**src/common/sfcm_consts.vh**
```
`ifndef SFCM_CONSTS_VH
`define SFCM_CONSTS_VH

// Flash instruction codes
`define SFCM_CODE_LATCH_SET 8'h06
`define SFCM_CODE_LATCH_CLEAR 8'h04
`define SFCM_CODE_IDENT_READ 8'h9F
`define SFCM_CODE_STATE_READ 8'h05
`define SFCM_CODE_STATE_WRITE 8'h01
`define SFCM_CODE_READ 8'h03
`define SFCM_CODE_FAST_READ 8'h0B
`define SFCM_CODE_PAGE_PROGRAM 8'h02
`define SFCM_CODE_REGION_CLEAR 8'hD8
`define SFCM_CODE_FULL_CLEAR 8'hC7
`define SFCM_CODE_DEEP_SLEEP 8'hB9
`define SFCM_CODE_WAKE_SIG 8'hAB

// Host command selectors
`define SFCM_SEL_W 4
`define SFCM_SEL_LATCH_SET 4'h0
`define SFCM_SEL_LATCH_CLEAR 4'h1
`define SFCM_SEL_IDENT_READ 4'h2
`define SFCM_SEL_STATE_READ 4'h3
`define SFCM_SEL_STATE_WRITE 4'h4
`define SFCM_SEL_READ 4'h5
`define SFCM_SEL_FAST_READ 4'h6
`define SFCM_SEL_PAGE_PROGRAM 4'h7
`define SFCM_SEL_REGION_CLEAR 4'h8
`define SFCM_SEL_FULL_CLEAR 4'h9
`define SFCM_SEL_DEEP_SLEEP 4'hA
`define SFCM_SEL_WAKE_SIG 4'hB

// Byte layout and fill values
`define SFCM_BYTE_W 8
`define SFCM_MSB 7
`define SFCM_BITS_PER_BYTE 4'h8
`define SFCM_DUMMY_BYTE 8'hFF
`define SFCM_LEN_W 16
`define SFCM_CNT_W 16

// Reset values
`define SFCM_RST_SEL_N 1'b1
`define SFCM_RST_SCLK 1'b1
`define SFCM_RST_SOUT 1'b1

`endif

```
**src/hdl/sfcm_master.v**
```verilog
// Operation
// - Link runs SPI mode 3: clock idles high, clock phase one.
// - Outgoing bit changes on a falling serial clock edge.
// - Incoming bit is sampled on a rising serial clock edge.
// - Bytes shift most significant bit first, both directions.
// - Serial clock held high whenever no transfer runs.
// - Configurable wait after select low before first falling edge.
// - Configurable wait after last rising edge before select high.
// - Order: select low, set-up, bytes, hold, select high.
// - Read code 03h, fast read code 0Bh.
// - Latch set code 06h, latch clear code 04h.
// - Identification 9Fh, status read 05h, status write 01h.
// - Page program 02h, sector erase D8h, full erase C7h.
// - Deep sleep B9h and wake ABh optional, off by default.
// - Response bytes clocked in within the same selected transaction.
// - Select value preset high before enabling its output, then high.
// - Enable: pins high, hand pins to serial function, then set rate.
// - Disable: stop serial, input plain, output and clock pins high.
// - Byte order kept: n-th link byte is n-th host byte.
// - Clock generated internally; two data wires; select separate output.
// - Outgoing order: instruction, address bytes, then data or status.
`timescale 1ns/1ps
`default_nettype none
`include "sfcm_consts.vh"

module sfcm_master #(
  parameter [`SFCM_CNT_W-1:0] SETUP_CYC = 16'h0002,
  parameter [`SFCM_CNT_W-1:0] HOLD_CYC = 16'h0002,
  parameter [0:0] PWR_CMDS_EN = 1'b0
) (
  // Clock, reset, enable
  input wire i_clk,
  input wire i_nrst,
  input wire i_ce,
  // Link control
  input wire i_link_en,
  input wire [`SFCM_CNT_W-1:0] i_half_div,
  output wire o_link_on,
  // Transaction request
  input wire i_start,
  input wire [`SFCM_SEL_W-1:0] i_cmd_sel,
  input wire [`SFCM_LEN_W-1:0] i_tx_len,
  input wire [`SFCM_LEN_W-1:0] i_rx_len,
  output wire o_busy,
  output reg o_cmd_err,
  // Transmit bytes
  input wire i_tx_valid,
  input wire [`SFCM_BYTE_W-1:0] i_tx_data,
  output wire o_tx_ready,
  // Received bytes
  output reg o_rx_valid,
  output reg [`SFCM_BYTE_W-1:0] o_rx_data,
  // Flash pins
  output reg o_sclk,
  output reg o_serial_out_pin,
  input wire i_serial_in_pin,
  output reg o_sel_n,
  output reg o_sel_oe
);

  localparam [7:0] S_OFF = 8'h01;
  localparam [7:0] S_PREP = 8'h02;
  localparam [7:0] S_HAND = 8'h04;
  localparam [7:0] S_RATE = 8'h08;
  localparam [7:0] S_IDLE = 8'h10;
  localparam [7:0] S_SETUP = 8'h20;
  localparam [7:0] S_SHIFT = 8'h40;
  localparam [7:0] S_HOLD = 8'h80;

  reg [7:0] state_q;
  reg [`SFCM_CNT_W-1:0] cnt_q;
  reg [`SFCM_CNT_W-1:0] rate_q;
  reg [`SFCM_BYTE_W-1:0] tx_sh_q;
  reg [`SFCM_BYTE_W-1:0] rx_sh_q;
  reg [3:0] bit_q;
  reg [`SFCM_LEN_W-1:0] tx_rem_q;
  reg [`SFCM_LEN_W-1:0] rx_rem_q;
  reg rx_phase_q;
  reg serial_on_q;
  reg sin_meta_q;
  reg sin_sync_q;

  // Instruction code for a host selector
  function [`SFCM_BYTE_W-1:0] cmd_code;
    input [`SFCM_SEL_W-1:0] sel;
    begin
      case (sel)
        `SFCM_SEL_LATCH_SET: cmd_code = `SFCM_CODE_LATCH_SET;
        `SFCM_SEL_LATCH_CLEAR: cmd_code = `SFCM_CODE_LATCH_CLEAR;
        `SFCM_SEL_IDENT_READ: cmd_code = `SFCM_CODE_IDENT_READ;
        `SFCM_SEL_STATE_READ: cmd_code = `SFCM_CODE_STATE_READ;
        `SFCM_SEL_STATE_WRITE: cmd_code = `SFCM_CODE_STATE_WRITE;
        `SFCM_SEL_READ: cmd_code = `SFCM_CODE_READ;
        `SFCM_SEL_FAST_READ: cmd_code = `SFCM_CODE_FAST_READ;
        `SFCM_SEL_PAGE_PROGRAM: cmd_code = `SFCM_CODE_PAGE_PROGRAM;
        `SFCM_SEL_REGION_CLEAR: cmd_code = `SFCM_CODE_REGION_CLEAR;
        `SFCM_SEL_FULL_CLEAR: cmd_code = `SFCM_CODE_FULL_CLEAR;
        `SFCM_SEL_DEEP_SLEEP: cmd_code = `SFCM_CODE_DEEP_SLEEP;
        `SFCM_SEL_WAKE_SIG: cmd_code = `SFCM_CODE_WAKE_SIG;
        default: cmd_code = `SFCM_DUMMY_BYTE;
      endcase
    end
  endfunction

  // Selector accepted by this build
  function sel_ok;
    input [`SFCM_SEL_W-1:0] sel;
    input pwr_en;
    begin
      if (sel == `SFCM_SEL_DEEP_SLEEP || sel == `SFCM_SEL_WAKE_SIG)
        sel_ok = pwr_en;
      else
        sel_ok = (sel < `SFCM_SEL_DEEP_SLEEP);
    end
  endfunction

  // One less, resting at zero
  function [`SFCM_CNT_W-1:0] dec_cnt;
    input [`SFCM_CNT_W-1:0] val;
    begin
      if (val == {`SFCM_CNT_W{1'b0}})
        dec_cnt = {`SFCM_CNT_W{1'b0}};
      else
        dec_cnt = val - 16'h0001;
    end
  endfunction

  // Some count still left
  function is_nonzero;
    input [`SFCM_CNT_W-1:0] val;
    begin
      is_nonzero = (val != {`SFCM_CNT_W{1'b0}});
    end
  endfunction

  // Byte moved one place up, new bit at the bottom
  function [`SFCM_BYTE_W-1:0] shift_in;
    input [`SFCM_BYTE_W-1:0] val;
    input bit_in;
    begin
      shift_in = {val[`SFCM_MSB-1:0], bit_in};
    end
  endfunction

  wire tick = !is_nonzero(cnt_q);
  wire byte_done = (bit_q == `SFCM_BITS_PER_BYTE);
  wire at_boundary = (state_q == S_SHIFT) && o_sclk && byte_done && tick;
  wire start_ok = sel_ok(i_cmd_sel, PWR_CMDS_EN);
  // A zero divider runs one cycle per half period
  wire [`SFCM_CNT_W-1:0] half_load = dec_cnt(rate_q);

  assign o_link_on = serial_on_q;
  assign o_busy = (state_q == S_SETUP) || (state_q == S_SHIFT) || (state_q == S_HOLD);
  // Frozen cycles take no byte
  assign o_tx_ready = i_ce && at_boundary && is_nonzero(tx_rem_q);

  // Serial input synchroniser
  always @(posedge i_clk)
  begin
    if (!i_nrst)
    begin
      sin_meta_q <= 1'b1;
      sin_sync_q <= 1'b1;
    end
    else if (i_ce)
    begin
      sin_meta_q <= i_serial_in_pin;
      sin_sync_q <= sin_meta_q;
    end
  end

  // Select value is already high when its driver turns on
  always @(posedge i_clk)
  begin
    if (!i_nrst)
      o_sel_oe <= 1'b0;
    else if (i_ce)
      o_sel_oe <= 1'b1;
  end

  always @(posedge i_clk)
  begin
    if (!i_nrst)
    begin
      state_q <= S_OFF;
      cnt_q <= {`SFCM_CNT_W{1'b0}};
      rate_q <= {`SFCM_CNT_W{1'b0}};
      tx_sh_q <= `SFCM_DUMMY_BYTE;
      rx_sh_q <= {`SFCM_BYTE_W{1'b0}};
      bit_q <= 4'h0;
      tx_rem_q <= {`SFCM_LEN_W{1'b0}};
      rx_rem_q <= {`SFCM_LEN_W{1'b0}};
      rx_phase_q <= 1'b0;
      serial_on_q <= 1'b0;
      o_cmd_err <= 1'b0;
      o_rx_valid <= 1'b0;
      o_rx_data <= {`SFCM_BYTE_W{1'b0}};
      o_sclk <= `SFCM_RST_SCLK;
      o_serial_out_pin <= `SFCM_RST_SOUT;
      o_sel_n <= `SFCM_RST_SEL_N;
    end
    else if (i_ce)
    begin
      o_cmd_err <= 1'b0;
      o_rx_valid <= 1'b0;
      if (!tick)
        cnt_q <= dec_cnt(cnt_q);
      case (state_q)
        S_OFF:
        begin
          o_sel_n <= 1'b1;
          serial_on_q <= 1'b0;
          o_sclk <= 1'b1;
          o_serial_out_pin <= 1'b1;
          if (i_link_en)
            state_q <= S_PREP;
        end
        S_PREP:
        begin
          o_sclk <= 1'b1;
          o_serial_out_pin <= 1'b1;
          state_q <= S_HAND;
        end
        S_HAND:
        begin
          serial_on_q <= 1'b1;
          state_q <= S_RATE;
        end
        S_RATE:
        begin
          // Rate taken only once the pins belong to the link
          rate_q <= i_half_div;
          state_q <= S_IDLE;
        end
        S_IDLE:
        begin
          o_sclk <= 1'b1;
          o_sel_n <= 1'b1;
          if (!i_link_en)
          begin
            state_q <= S_OFF;
          end
          // A refused selector leaves select high
          else if (i_start && !start_ok)
          begin
            o_cmd_err <= 1'b1;
          end
          else if (i_start)
          begin
            o_sel_n <= 1'b0;
            cnt_q <= SETUP_CYC;
            tx_sh_q <= cmd_code(i_cmd_sel);
            bit_q <= 4'h0;
            tx_rem_q <= i_tx_len;
            rx_rem_q <= i_rx_len;
            rx_phase_q <= 1'b0;
            state_q <= S_SETUP;
          end
        end
        S_SETUP:
        begin
          // Select low, clock still high
          if (tick)
            state_q <= S_SHIFT;
        end
        S_SHIFT:
        begin
          if (tick)
          begin
            if (o_sclk && byte_done)
            begin
              if (is_nonzero(tx_rem_q))
              begin
                // Waits with clock high until the host offers a byte
                if (i_tx_valid)
                begin
                  tx_sh_q <= i_tx_data;
                  tx_rem_q <= dec_cnt(tx_rem_q);
                  bit_q <= 4'h0;
                end
              end
              else if (is_nonzero(rx_rem_q))
              begin
                // Ones go out while the flash answers
                tx_sh_q <= `SFCM_DUMMY_BYTE;
                rx_rem_q <= dec_cnt(rx_rem_q);
                rx_phase_q <= 1'b1;
                bit_q <= 4'h0;
              end
              else
              begin
                // Clock has stood high for a half period already
                cnt_q <= HOLD_CYC;
                state_q <= S_HOLD;
              end
            end
            else if (o_sclk)
            begin
              // Falling edge: present next bit
              o_sclk <= 1'b0;
              o_serial_out_pin <= tx_sh_q[`SFCM_MSB];
              tx_sh_q <= shift_in(tx_sh_q, 1'b1);
              cnt_q <= half_load;
            end
            else
            begin
              // Rising edge: capture incoming bit
              // Pin seen two cycles late; half period must be three or more
              o_sclk <= 1'b1;
              rx_sh_q <= shift_in(rx_sh_q, sin_sync_q);
              bit_q <= bit_q + 4'h1;
              cnt_q <= half_load;
              if (rx_phase_q && bit_q == `SFCM_BITS_PER_BYTE - 4'h1)
              begin
                o_rx_valid <= 1'b1;
                o_rx_data <= shift_in(rx_sh_q, sin_sync_q);
              end
            end
          end
        end
        S_HOLD:
        begin
          // Select rises once the hold count runs out
          o_sclk <= 1'b1;
          if (tick)
          begin
            o_sel_n <= 1'b1;
            state_q <= S_IDLE;
          end
        end
        default:
        begin
          state_q <= S_OFF;
        end
      endcase
    end
  end

endmodule // sfcm_master
`default_nettype wire

```
**config.mk**
```make
export PLATFORM = sky130hd
export DESIGN_NAME = sfcm_master
export DESIGN_NICKNAME = d
export VERILOG_FILES = /design/src/hdl/sfcm_master.v
export VERILOG_INCLUDE_DIRS = /design/src /design/src/common
export SDC_FILE = /design/constraint.sdc
export NUM_CORES = 1
export LEC_CHECK = 0
export ABC_AREA = 1
export BUFFER_PORTS_ARGS = -buffer_cell sky130_fd_sc_hd__buf_2
export CAP_MARGIN = 0
export CELL_PAD_IN_SITES_DETAIL_PLACEMENT = 1
export CELL_PAD_IN_SITES_GLOBAL_PLACEMENT = 1
export CORE_MARGIN = 4
export CORE_UTILIZATION = 40
export DETAILED_ROUTE_END_ITERATION = 10
export PLACE_DENSITY = 0.77
export SLEW_MARGIN = 15
export SYNTH_ARGS = -nofsm -noshare
export SYNTH_HDL_FRONTEND = slang
export SYNTH_SLANG_ARGS = --single-unit
```
**constraint.sdc**
```tcl
create_clock -name i_clk -period 4.3 [get_ports i_clk]
set_input_delay 0.86 -clock i_clk [delete_from_list [all_inputs] [get_ports i_clk]]
set_output_delay 0.86 -clock i_clk [all_outputs]
set_load 0.02 [all_outputs]
```
==> metrics.cfg <==
[power_and_ir_drop]
vdd_ir_drop_max_mv=0.197
leakage_uw=0.00408
p_total_uw=2770
cellPowerDensity_nw_per_um2=349

[timing]
fmax_ghz=0.296
slew_headroom_pct=32.6
grt_setup_unrepaired=false
setup_viol_count_final=0
hold_slack_ps=474
min_period_ps=3380
finalClockSkew_ps=16.6
slew_viol_final=0
fin_crit_sh_pct=78.6
finalHoldViolCount=0
fin_setup_tns_ps=0
worst_pin_slew_ps=1010

[synthesis]
ys_seq_elements=109
synth_edf_count=0
synth_warnings=0
synth_flop_cell=dfxtp_1
ys_types=43
avgSynthCellArea_um2=6.19
ys_seq_area_share_pct=30.8
async_flop_share_pct=0
syn_nets=1221
syn_inst=1146
synth.cell_area_um2=7090

[setup_path]
critPathMaxStageDelay_ps=340
end_kind=output port
path_class=reg2out
cp_max_fo=49
ff2ff_path_depth=11
worst_path_max_delay_cell=dfxtp_1
crit_required_ps=3440
cp.arrival_ps=2520
cp-start-kind=flop
path_cells=nor2_2 > nand2_2 > nor2_8 > inv_2 > buf_4 > nor2_4 > nand3_1 > a41oi_1 > buf_2

[floorplanning]
die_y_um=141
core_area_um2=17400
die-area_um2=19900
die_x_um=141
pin_count=84
rows=48
start_util_pct=40.8

[cells_and_area]
design_area_um2=7920
register_area_um2=2180
nets=1277
final_cell_mix=nand2_1 (277), nor2_1 (230), dfxtp_1 (109)
drive_above_1_share_pct=12.7
fillers=2400
antenna_cells=0
multiInputGateArea_um2=4270
final_common_cell=nand2_1
syn_to_final_growth_pct=11.7
final_core_util_pct=45.6

[grt]
grt_pass1_vias=7383
grt_start_max_net_pins=88
grt_usage_pct=22.0
grt_pass1_wl_um=36300
grt-ovfl-total=0
antenna_found_initial=1

[route]
ant_nets=0
drt_iter0_markers=309
wl_um=21800
vias=7432
drtPass1Iterations=4
routedWlPerCell_um=15.3
viasPerCell=5.19
route.detailed.drc=0

[outcome]
status=finished, final reports clean

[place]
gp_congestion=0.889
io_buffers=83
hpwlAfterDp_um=16000
place_area_um2=7590

[clocking]
post_cts_buffers=0
cts_buffers=9
cts_sinks=109
clkLatencyLatePin_ps=370
hold_buffers=0
cts_tree=done
htree_levels=3
cts_buffer_depth=2
cts.clk_slew.worst_paths_ps=100
root_buffer=clkbuf_16
cts_resized=0

[min_path]
hold_class=reg2reg
worstHoldPathCells=2

[run]
cap_violations=0

-- flip-flops by register name, summed over array words and instances (netlist names) --
| signal | count |
|---|---|
| bit_q | 4 |
| cnt_q | 16 |
| o_cmd_err | 1 |
| o_link_on | 1 |
| o_rx_data | 8 |
| o_rx_valid | 1 |
| o_sclk | 1 |
| o_sel_n | 1 |
| o_sel_oe | 1 |
| o_serial_out_pin | 1 |
| rate_q | 16 |
| rx_phase_q | 1 |
| rx_rem_q | 16 |
| rx_sh_q | 7 |
| sin_meta_q | 1 |
| sin_sync_q | 1 |
| state_q | 8 |
| tx_rem_q | 16 |
| tx_sh_q | 8 |
-- worst paths after layout --
kind | startpoint | end | slack, ps
hold reg to reg | o_sel_oe$_SDFFE_PN0P_ | o_sel_oe$_SDFFE_PN0P_ | 470
setup / recovery | state_q[4]$_SDFFE_PN0P_ | o_tx_ready | 920
setup reg to reg | bit_q[0]$_SDFFE_PN0P_ | bit_q[2]$_SDFFE_PN0P_ | 1370
hold / removal | o_sel_oe$_SDFFE_PN0P_ | o_sel_oe$_SDFFE_PN0P_ | 470
-- metrics by stage --
step                setup slack, ps  std cells
finish                          922       1432
global route                    662       1432
CTS                             873       1432
detailed placement             1320       1416
global placement               1350       1416
floorplan                      1560       1146
-- area by class of cell --
cell class,count,share of cell area [%]
Inverter,111,5.28
Multi-Input combinational cell,885,54.0
Timing Repair Buffer,86,5.53
Tap cell,225,3.56
Sequential cell,109,27.6
Clock buffer,9,2.84
Clock inverter,7,1.28
-- kinds of logic after synthesis --
logic type	Yosys count	share of synthesized area, %
AO/OA/AOI/OAI	176	12.9
XOR/XNOR	38	4.70
adder cells (fa/ha/maj)	8	1.41
buffers and inverters	152	8.93
flip-flops	109	30.8
AND/OR/NAND/NOR	663	41.3
-- synthesized netlist by cell type, types with 7 or more instances --
| cell type | number | area [um2] |
|---|---|---|
| nand2_1 | 277 | 1040 |
| nor2_1 | 230 | 863 |
| nor2_4 | 9 | 101 |
| a21oi_1 | 70 | 350 |
| nand4_1 | 24 | 150 |
| ha_1 | 8 | 100 |
| buf_2 | 7 | 35.0 |
| nand3_1 | 68 | 340 |
| o21ai_0 | 93 | 465 |
| dfxtp_1 | 109 | 2180 |
| xnor2_1 | 13 | 114 |
| clkbuf_1 | 25 | 93.8 |
| xor2_1 | 25 | 219 |
| nand2_2 | 10 | 62.6 |
| nor3_1 | 16 | 80.1 |
| nor2_2 | 12 | 75.1 |
| inv_1 | 103 | 387 |
-- worst max-delay path: cells and delay by family, from the launching register on --
kind,cells,cell delay [ps]
flip-flops,1,340
buffers and inverters,3,590
AO/OA/AOI/OAI,1,240
AND/OR/NAND/NOR,5,960
-- metal layers --
| metal | part of all wire (%) | GRT usage, % | up-vias |
|---|---|---|---|
| li1 | - | - | 3777 |
| met2 | 48 | 37.4 | 99 |
| met4 | 1.7 | 5.41 | 2 |
| met5 | 0.060 | 0 | - |
| met1 | 47 | 29.1 | 3523 |
| met3 | 2.8 | 3.80 | 31 |
-- power breakdown --
group	switching [uW]	internal, uW
Combinational	484	246
Sequential	53.2	1060
Clock	489	435
Total	1030	1740
Power figures use the tool's default switching activity.
